[src/logic/sbc_pkg.sv]
`default_nettype none
package sbc_pkg;
  // Strap bit positions in the captured vector
  localparam int STRAP_COUNT = 5;
  localparam int BOOT_A_BIT = 0;
  localparam int BOOT_B_BIT = 1;
  localparam int SUPPLY_BIT = 2;
  localparam int PRINT_BIT = 3;
  localparam int EDGE_B_BIT = 4;
  // Values of undriven straps through the weak pulls
  localparam logic [4:0] STRAP_DEFAULT = 5'h19;
  // Fuse array layout
  localparam int FUSE_TOTAL_BITS = 1024;
  localparam int FUSE_SYSTEM_BITS = 256;
  localparam int FUSE_CUSTOMER_BITS = 768;
  localparam int FUSE_ADDR_W = 10;
  localparam logic [9:0] FUSE_DL_DISABLE_POS = 10'h000;
  localparam logic [9:0] FUSE_SUPPLY_OVR_POS = 10'h001;
  localparam logic [9:0] FUSE_SUPPLY_LVL_POS = 10'h002;
  localparam logic [9:0] FUSE_DEBUG_DIS_POS = 10'h003;
  localparam logic [9:0] FUSE_REV3_POS = 10'h004;
  // Strap hold time after reset release
  localparam int HOLD_TIME_MS = 1;
  localparam int CLOCK_MHZ = 200;
  localparam int HOLD_CYCLES = HOLD_TIME_MS * 1000 * CLOCK_MHZ;
  // Boot modes
  typedef enum logic [1:0] {
    SBC_BOOT_FLASH,
    SBC_BOOT_DOWNLOAD,
    SBC_BOOT_BLOCKED,
    SBC_BOOT_INVALID
  } sbc_boot_type;
endpackage : sbc_pkg
`default_nettype wire

[src/logic/sbc_fuse_array.sv]
`default_nettype none
module sbc_fuse_array #(
  parameter int BITS = sbc_pkg::FUSE_TOTAL_BITS
) (
  input wire logic clk,
  input wire logic rst,
  input wire logic prog_en,
  input wire logic [sbc_pkg::FUSE_ADDR_W-1:0] prog_addr,
  output logic [BITS-1:0] fuse_bits
);
  initial begin
    if (BITS != sbc_pkg::FUSE_SYSTEM_BITS + sbc_pkg::FUSE_CUSTOMER_BITS) begin
      $error("fuse array size mismatch");
    end
  end
  // Cells cleared by reset: blank reads 0, a burn only ever sets
  genvar g;
  generate
    for (g = 0; g < BITS; g++) begin : g_cell
      always_ff @(posedge clk or posedge rst) begin
        if (rst) begin
          fuse_bits[g] <= 1'b0;
        end else if (prog_en && prog_addr == g) begin
          fuse_bits[g] <= 1'b1;
        end
      end

    end
  endgenerate
endmodule : sbc_fuse_array
`default_nettype wire

[src/logic/sbc_strap_latch.sv]
`default_nettype none
module sbc_strap_latch #(
  parameter int WIDTH = sbc_pkg::STRAP_COUNT
) (
  input wire logic clk,
  input wire logic rst,
  input wire logic capture,
  input wire logic [WIDTH-1:0] pin_in,
  input wire logic [WIDTH-1:0] pin_driven,
  input wire logic [WIDTH-1:0] pull_value,
  output logic [WIDTH-1:0] latched
);
  // Sample each strap once; nothing else can load the latch
  always_ff @(posedge clk or posedge rst) begin
    if (rst) begin
      latched <= '0;
    end else if (capture) begin
      latched <= (pin_in & pin_driven) | (pull_value & ~pin_driven);
    end
  end
endmodule : sbc_strap_latch
`default_nettype wire

[src/logic/sbc_boot_config.sv]
`default_nettype none
module sbc_boot_config #(
  parameter int HOLD_CYCLES = sbc_pkg::HOLD_CYCLES
) (
  input wire logic MCLK,
  input wire logic RST,
  input wire logic [4:0] STRAP_IN,
  input wire logic [4:0] STRAP_DRIVEN,
  input wire logic FUSE_PROG_EN,
  input wire logic [9:0] FUSE_PROG_ADDR,
  output logic CONFIG_VALID,
  output logic STRAPS_RELEASED,
  output logic [4:0] STRAP_LATCHED,
  output logic FLASH_BOOT,
  output logic DOWNLOAD_BOOT,
  output logic DOWNLOAD_BLOCKED,
  output logic BOOT_INVALID,
  output logic SUPPLY_SEL_1V8,
  output logic BOOT_PRINT_EN,
  output logic SDIO_SAMPLE_RISING,
  output logic SDIO_OUTPUT_RISING,
  output logic DEBUG_PORT_DISABLE,
  output logic [1023:0] FUSE_BITS
);
  initial begin
    if (HOLD_CYCLES < 1) begin
      $error("hold count must be at least one cycle");
    end
  end

  typedef enum {SBC_CAPTURE, SBC_HOLD, SBC_RUN} sbc_phase_type;
  sbc_phase_type phase_reg;
  logic [31:0] hold_cnt_reg;
  logic capture;
  logic [4:0] latched;
  logic [1023:0] fuse_bits;
  sbc_pkg::sbc_boot_type boot_next;
  logic supply_1v8_next;

  // Capture fires once, in the first cycle after reset release
  assign capture = (phase_reg == SBC_CAPTURE);

  sbc_strap_latch #(.WIDTH(sbc_pkg::STRAP_COUNT)) u_latch (
    .clk(MCLK),
    .rst(RST),
    .capture(capture),
    .pin_in(STRAP_IN),
    .pin_driven(STRAP_DRIVEN),
    .pull_value(sbc_pkg::STRAP_DEFAULT),
    .latched(latched)
  );

  sbc_fuse_array #(.BITS(sbc_pkg::FUSE_TOTAL_BITS)) u_fuse (
    .clk(MCLK),
    .rst(RST),
    .prog_en(FUSE_PROG_EN),
    .prog_addr(FUSE_PROG_ADDR),
    .fuse_bits(fuse_bits)
  );

  // Sequencer: capture, hold straps, then free pins
  always_ff @(posedge MCLK or posedge RST) begin
    if (RST) begin
      phase_reg <= SBC_CAPTURE;
      hold_cnt_reg <= 32'h0;
    end else begin
      case (phase_reg)
        SBC_CAPTURE: begin
          phase_reg <= SBC_HOLD;
          hold_cnt_reg <= 32'h0;
        end
        SBC_HOLD: begin
          if (hold_cnt_reg == 32'(HOLD_CYCLES - 1)) begin
            phase_reg <= SBC_RUN;
          end else begin
            hold_cnt_reg <= hold_cnt_reg + 32'h1;
          end
        end
        default: begin
          phase_reg <= SBC_RUN;
        end
      endcase
    end
  end

  // Boot mode decode, purely combinational from latch and fuses
  always_comb begin
    boot_next = sbc_pkg::SBC_BOOT_INVALID;
    if (latched[sbc_pkg::BOOT_A_BIT]) begin
      boot_next = sbc_pkg::SBC_BOOT_FLASH;
    end else if (!latched[sbc_pkg::BOOT_B_BIT]) begin
      if (fuse_bits[sbc_pkg::FUSE_DL_DISABLE_POS] && fuse_bits[sbc_pkg::FUSE_REV3_POS]) begin
        boot_next = sbc_pkg::SBC_BOOT_BLOCKED;
      end else begin
        boot_next = sbc_pkg::SBC_BOOT_DOWNLOAD;
      end
    end
  end

  // Flash supply select: fuse override beats the strap
  always_comb begin
    if (fuse_bits[sbc_pkg::FUSE_SUPPLY_OVR_POS]) begin
      supply_1v8_next = !fuse_bits[sbc_pkg::FUSE_SUPPLY_LVL_POS];
    end else begin
      supply_1v8_next = latched[sbc_pkg::SUPPLY_BIT];
    end
  end

  // Registered configuration outputs, valid once capture has happened
  always_ff @(posedge MCLK or posedge RST) begin
    if (RST) begin
      CONFIG_VALID <= 1'b0;
      STRAPS_RELEASED <= 1'b0;
      STRAP_LATCHED <= 5'h00;
      FLASH_BOOT <= 1'b0;
      DOWNLOAD_BOOT <= 1'b0;
      DOWNLOAD_BLOCKED <= 1'b0;
      BOOT_INVALID <= 1'b0;
      SUPPLY_SEL_1V8 <= 1'b0;
      BOOT_PRINT_EN <= 1'b0;
      SDIO_SAMPLE_RISING <= 1'b0;
      SDIO_OUTPUT_RISING <= 1'b0;
      DEBUG_PORT_DISABLE <= 1'b0;
      FUSE_BITS <= '0;
    end else begin
      CONFIG_VALID <= (phase_reg != SBC_CAPTURE);
      STRAPS_RELEASED <= (phase_reg == SBC_RUN);
      STRAP_LATCHED <= latched;
      FLASH_BOOT <= (phase_reg != SBC_CAPTURE) && boot_next == sbc_pkg::SBC_BOOT_FLASH;
      DOWNLOAD_BOOT <= (phase_reg != SBC_CAPTURE) && boot_next == sbc_pkg::SBC_BOOT_DOWNLOAD;
      DOWNLOAD_BLOCKED <= (phase_reg != SBC_CAPTURE) && boot_next == sbc_pkg::SBC_BOOT_BLOCKED;
      BOOT_INVALID <= (phase_reg != SBC_CAPTURE) && boot_next == sbc_pkg::SBC_BOOT_INVALID;
      SUPPLY_SEL_1V8 <= (phase_reg != SBC_CAPTURE) && supply_1v8_next;
      BOOT_PRINT_EN <= (phase_reg != SBC_CAPTURE) && latched[sbc_pkg::PRINT_BIT];
      SDIO_SAMPLE_RISING <= (phase_reg != SBC_CAPTURE) && latched[sbc_pkg::PRINT_BIT];
      SDIO_OUTPUT_RISING <= (phase_reg != SBC_CAPTURE) && latched[sbc_pkg::EDGE_B_BIT];
      DEBUG_PORT_DISABLE <= fuse_bits[sbc_pkg::FUSE_DEBUG_DIS_POS];
      FUSE_BITS <= fuse_bits;
    end
  end
endmodule : sbc_boot_config
`default_nettype wire

[config.mk]
export PLATFORM = sky130hd
export DESIGN_NAME = sbc_boot_config
export DESIGN_NICKNAME = d
export VERILOG_FILES = /design/src/logic/sbc_pkg.sv /design/src/logic/sbc_fuse_array.sv /design/src/logic/sbc_strap_latch.sv /design/src/logic/sbc_boot_config.sv
export SDC_FILE = /design/constraint.sdc
export NUM_CORES = 2
export LEC_CHECK = 0
export ABC_AREA = 1
export BUFFER_PORTS_ARGS = -buffer_cell sky130_fd_sc_hd__buf_2
export CAP_MARGIN = 20
export CORE_UTILIZATION = 35
export CTS_BUF_LIST = sky130_fd_sc_hd__clkbuf_4 sky130_fd_sc_hd__clkbuf_8 sky130_fd_sc_hd__clkbuf_16
export DETAILED_ROUTE_END_ITERATION = 8
export MAX_ROUTING_LAYER = met4
export PLACE_DENSITY_LB_ADDON = 0.2
export SYNTH_ARGS = -nofsm -noshare
export SYNTH_HDL_FRONTEND = slang
export SYNTH_SLANG_ARGS = --single-unit
[constraint.sdc]
create_clock -name MCLK -period 142.2 [get_ports MCLK]
set_clock_uncertainty 0.05 [all_clocks]
set_input_delay 28.44 -clock MCLK [delete_from_list [all_inputs] [get_ports MCLK]]
set_output_delay 28.44 -clock MCLK [all_outputs]
set_load 0.02 [all_outputs]
# ---- Word level (Yosys, flattened, before mapping)
# Cells that the tools add are included.
dict set report word_totals {
  word_cells 3122
  in_bits 23
  regBits 2132
  out_inout_bits 1040
}
dict set report classes {
  n_reduce_logical 1040
  n_bitwise 3
  eq_ne 1031
  n_mux 8
  addsub 1
}
# op count
set op_table {}
lappend op_table {{equality test 10 bit, second input constant} 512}
lappend op_table {{equality test 10 x 9 -> 1 bit, second input constant} 256}
lappend op_table {{equality test 10 x 8 -> 1 bit, second input constant} 128}
lappend op_table {{logical AND 1 bit} 1032}
lappend op_table {{equality test 10 x 7 -> 1 bit, second input constant} 64}
lappend op_table {{equality test 10 x 6 -> 1 bit, second input constant} 32}
lappend op_table {{equality test 10 x 5 -> 1 bit, second input constant} 16}
lappend op_table {{case mux 32 bit (2 select lines)} 2}
lappend op_table {{equality test 10 x 4 -> 1 bit, second input constant} 8}
lappend op_table {{logical NOT 32 bit} 2}
lappend op_table {{two-way mux 32 bit} 2}
lappend op_table {{equality test 10 x 3 -> 1 bit, second input constant} 4}
lappend op_table {{adder 32 x 1 -> 32 bit, second input constant} 1}
lappend op_table {{equality test 32 x 1 -> 1 bit, second input constant} 1}
lappend op_table {{equality test 32 x 18 -> 1 bit, second input constant} 1}
lappend op_table {{equality test 32 x 3 -> 1 bit, second input constant} 1}
lappend op_table {{nonzero test 32 bit} 1}
lappend op_table {{equality test 10 x 2 -> 1 bit, second input constant} 2}
lappend op_table {{equality test 10 x 1 -> 1 bit, second input constant} 1}
lappend op_table {{logical NOT 10 bit} 1}
lappend op_table {{two-way mux 2 bit} 3}
lappend op_table {{AND 5 bit} 1}
lappend op_table {{NOT 5 bit} 1}
lappend op_table {{OR 5 bit} 1}
lappend op_table {{8 further kinds} 10}

# ---- Longest topological paths before layout
dict set report logic_depth {
  depth_word 6
  depth_mapped 10
  mapped_depth_nobuf 10
}

# ---- By module
# Synthesis repeated with hierarchy kept, for this count alone.
dict set report hier_totals {
  hier_cells 5949
  hier_area_um2 69267.7
}
# module n_inst seq_area_each_um2 area_each_um2 cells_each
set modules_own_cells {}
lappend modules_own_cells {sbc_fuse_array 1 25624.6 40582.7 4482}
lappend modules_own_cells {sbc_boot_config 1 26825.7 28396.0 1420}
lappend modules_own_cells {sbc_strap_latch 1 125.1 289.0 47}

# ---- Worst setup path before layout
# Ideal clock, no wire load.
dict set report synth_path {
  path_kind {input-to-reg}
  start {in FUSE_PROG_EN}
  end {reg u_fuse.fuse_bits[145]}
  required_ns 142.072
  t_arrival_ns 29.400
  stages 7
  setup_slack_ns 112.672
  n_path_buf 3
  setup_time_ns 0.078
  path_cell_list {inv_1 -> nor3_1 -> inv_1 -> buf_2 -> buf_6 -> buf_2 -> o21bai_1}
}
dict set report synth_between {
  elab_chain_len 1
}
# item line
set synth_lines {}
lappend synth_lines {{start, declared} sbc_boot_config.sv:9} ;# input wire logic FUSE_PROG_EN,
lappend synth_lines {{logical AND 1 bit} sbc_fuse_array.sv:23} ;# end else if (prog_en && prog_addr == g) begin
lappend synth_lines {{end signal, assigned by index} sbc_fuse_array.sv:22} ;# fuse_bits[g] <= 1'b0;
lappend synth_lines {{end signal, assigned by index} sbc_fuse_array.sv:24} ;# fuse_bits[g] <= 1'b1;
lappend synth_lines {{end, declared} sbc_fuse_array.sv:9} ;# output logic [BITS-1:0] fuse_bits
# Every way passes these cells.
# A chain may end at the register's enable or synchronous reset.

==> impl_summary.txt <==
----------------------------------------------------
[Outcome]
  Outcome ... finished, final reports clean

[Synth]
  Share of the synthesized area in compound gates (AO/OA/AOI/OAI) ... 12.0%
  Dominant cells by area after synthesis ... sky130_fd_sc_hd__dfrtp_1 81%, sky130_fd_sc_hd__o21bai_1 12%, sky130_fd_sc_hd__nor2_1 1.3%, sky130_fd_sc_hd__nand2_1 1.3%, sky130_fd_sc_hd__buf_6 0.83%
  Arithmetic-cell share of the synthesized area counting full adders, half adders and majority gates ... 0.0193%
  Synthesized-area fraction occupied by xor and xnor cells ... less than 1%
  Most frequent cells after synthesis ... 2101 x sky130_fd_sc_hd__dfrtp_1, 1019 x sky130_fd_sc_hd__o21bai_1, 229 x sky130_fd_sc_hd__nor2_1
  Simple logic cell fraction of the synthesized area ... 4.00%
  EDFF count, synth ... 0
  Mux cell area share after synthesis ... 0%
  Post-synthesis instance total ... 4141
  Distinct cells, synth ... 32
  Avg Cell Area, Syn ... 15.7 um2
  Syn_nets ... 4165
  Combinational family with the most area after synthesis ... compound AO/OA/AOI/OAI gates
  Ys flop type ... sky130_fd_sc_hd__dfrtp_1
  Number of synthesis warnings ... 0
  Count leader, synth ... sky130_fd_sc_hd__dfrtp_1
  Largest area contributor in the synthesized netlist ... sky130_fd_sc_hd__dfrtp_1
  Share of synthesized area occupied by flip-flops and latches ... 81.0%
  Asr flop ratio synth ... 100%
  Number of synthesized register bits ... ~2.1k
  Synth Cell Area ... 64900 um2
  Area share of the largest cell type after synthesis ... 81.0%

[Timing]
  Final critical delay including setup and external delays ... 33.20 ns
  Setup repair after global routing missed its margin ... false
  Final hold violation count ... 0
  Relative slew margins ... 25.4%
  Share of the cycle needed by the critical path after routing ... 23.3%
  Max frequency ... 0.0301 GHz
  Final-layout setup total negative slack ... 0 ns
  Slew at the pin closest to its max-slew limit ... ~1.1 ns
  Final number of max-transition violations ... 0
  # setup viols final ... 0

[Place]
  Port Buffer Count ... around 1.1k
  Detailed Place HPWL ... 135000 um
  Placer congestion estimate ... around 0.83

[Detailed routing]
  Number of optimization iterations in the first detailed-route pass ... 7
  Via count of the routed design ... 36.5k
  DR WL/cell ... 25.4 um
  Total routed wirelength ... slightly above 200000 um
  Initial drt markers ... around 2.7k
  Vias per cell ... between 4 and 5
  Number of DRC violations after detailed routing ... 0
  Detail Route Antenna Nets ... 0

[Die]
  Row cnt ... 157
  Overall die area ... between 150000 and 200000 um2
  Total I/O pin count ... between 1k and 1.5k
  Die height ... 433 um
  Std-Cell Core Area ... 184000 um2
  Starting density of the core ... between 30% and 40%
  Overall die width ... 433 um

[GRT]
  Overall Global Routing Usage ... 22.2%
  Total overflow reported by the global router ... 0
  Maximum number of pins on one net before global-route repair ... 187
  Wire length of the first global-routing pass ... 285000 um
  Number of antenna violations at the first check in global routing ... 20
  Via count of the first global-routing pass ... ~38k

[Setup path]
  Setup crit start kind ... input port
  Reg-to-reg critical path startpoint ... phase_reg[0]
  Cell count of the worst reg-to-reg path ... 6
  Data required time of the critical path ... 142.97 ns
  Worst Setup SP ... RST
  Critical path capture point type ... asynchronous set/reset pin
  Worst Path Max Fanout ... 186
  Critical path cell sequence ... buf_2 -> inv_8 -> buf_12 -> buf_12 -> buf_4 -> buf_4 -> buf_12 -> buf_4
  Worst R2R Setup Slack ... 139.39 ns
  Critical-path top delay cell ... sky130_fd_sc_hd__buf_4
  Max stage delay on crit path ... 0.86 ns
  Worst EP arrival ... 33.98 ns
  Type of the worst setup path ... input port to asynchronous set/reset pin

[Clock network]
  Post-CTS Setup Bufs ... 0
  Clock tree from TritonCTS ... built
  Htree depth ... 4
  Clock-pin slew on the worst setup and hold paths ... around 0.060 ns
  Number of buffers on the longest clock path ... 3
  Inserted Clock Buffers ... 204
  Clock Tree Root ... sky130_fd_sc_hd__clkbuf_16
  Quantity of hold-fixing buffers added after cts ... 0
  Clock tree sinks ... roughly 2.1k
  Post-cts sizing count ... 0
  Worst-Skew Late Latency ... 0.85 ns

[Finish]
  Fillcell total ... approximately 17k
  Utilization after layout ... 43.6%
  Area occupied by registers ... roughly 53000 um2
  Multi-input gate area in the final layout ... about 10000 um2
  Area growth from synthesis to layout ... 23.2%
  Fraction of layout instances using a drive strength above 1 ... 30.3%
  Net count reported at finish ... around 5.3k

[Power and ir drop]
  Power per cell area ... roughly 15 nW/um2
  VDD IR max ... 0.00000957 V
  Leakage power ... between 40 and 50 nW

[Hold path]
  Critical hold path startpoint ... u_fuse.fuse_bits[440]
  Worst hold path cell count ... 0
  Path category of the worst min-delay check ... register to register

[Flow run]
  Max capacitance violation total ... 0

----------------------------------------------------
-- per-stage QoR --
step | setup slack, ns | area [um2] | total power [W] | cells | hold WS (ns)
after global routing | 108.09 | 80000 | 0.00127 | 7948 | 0.312
final | 109.00 | 80000 | 0.00123 | 7952 | 0.291
after global placement | 108.06 | 72900 | 0.000684 | 7574 | 0.303
after floorplan | 54.36 | 64900 | 0.000662 | 4141 | 0.298
after detailed placement | 107.87 | 72900 | 0.000684 | 7574 | 0.303
after CTS | 108.81 | 79900 | 0.00124 | 7939 | 0.288
-- final timing paths --
| kind | to |
|---|---|
| worst max-delay path | FUSE_BITS[294] |
| worst min-delay path | FUSE_BITS[440] |
| worst max register to register | hold_cnt_reg[11] |
| worst min register to register | FUSE_BITS[440] |
| max in group MCLK | u_fuse.fuse_bits[120] |
| min in group asynchronous | u_fuse.fuse_bits[393] |
-- cell families (layout without fill, tap and decap cells) --
kind of cell,Yosys count,in the layout
flip-flops,2101,2101
AO/OA/AOI/OAI,1044,1044
AND/OR/NAND/NOR,590,590
buffers and inverters,401,1739
XOR/XNOR,4,4
adder cells (fa/ha/maj),1,1
other,0,9
-- layout by cell type, fill, tap and decap left out, types with 9 or more instances in the layout --
cell type / count
sky130_fd_sc_hd__inv_2: 121
sky130_fd_sc_hd__buf_2: 1062
sky130_fd_sc_hd__nand2_1: 227
sky130_fd_sc_hd__o21bai_1: 1019
sky130_fd_sc_hd__o21ai_0: 10
sky130_fd_sc_hd__nand3_1: 69
sky130_fd_sc_hd__dfrtp_1: 2101
sky130_fd_sc_hd__buf_4: 44
sky130_fd_sc_hd__clkbuf_4: 57
sky130_fd_sc_hd__diode_2: 9
sky130_fd_sc_hd__nor3_1: 10
sky130_fd_sc_hd__nor2_1: 227
sky130_fd_sc_hd__nor2_2: 12
sky130_fd_sc_hd__nor2_4: 26
sky130_fd_sc_hd__inv_1: 132
sky130_fd_sc_hd__clkbuf_8: 56
sky130_fd_sc_hd__clkinv_2: 18
sky130_fd_sc_hd__clkbuf_16: 209
-- power breakdown --
| part | leakage, nW | switching (W) | total [W] | internal (W) |
|---|---|---|---|---|
| sequential | 29.1 | 0.00000675 | 0.000620 | 0.000613 |
| combinational | 9.40 | 0.0000402 | 0.0000518 | 0.0000116 |
| clock | 3.52 | 0.000229 | 0.000553 | 0.000325 |
-- critical path, delay by kind of cell --
kind	cells	cell delay, ns
buffers and inverters	8	4.82
-- routing by layer --
| metal | part of all wire [%] | global-route usage (%) | wire length [um] | up-vias |
|---|---|---|---|---|
| met5 | 0 | - | 0 | - |
| li1 | - | - | - | 16000 |
| met3 | 6.3 | 5.13 | 12800 | 268 |
| met2 | 50 | 35.6 | 100000 | 1060 |
| met4 | 3.0 | 7.14 | 6040 | 0 |
| met1 | 41 | 27.8 | 83200 | 19300 |
-- cell type report --
cell class                      count  area share [%]
Sequential cell                  2101            65.7
Clock buffer                      322            8.04
Inverter                          260            1.27
Clock inverter                     43           0.705
Timing Repair Buffer             1114            7.30
Antenna cell                        9          0.0282
Multi-Input combinational cell   1639            13.1
Tap cell                         2464            3.85
Note: power is estimated with default switching activity, not from simulation.
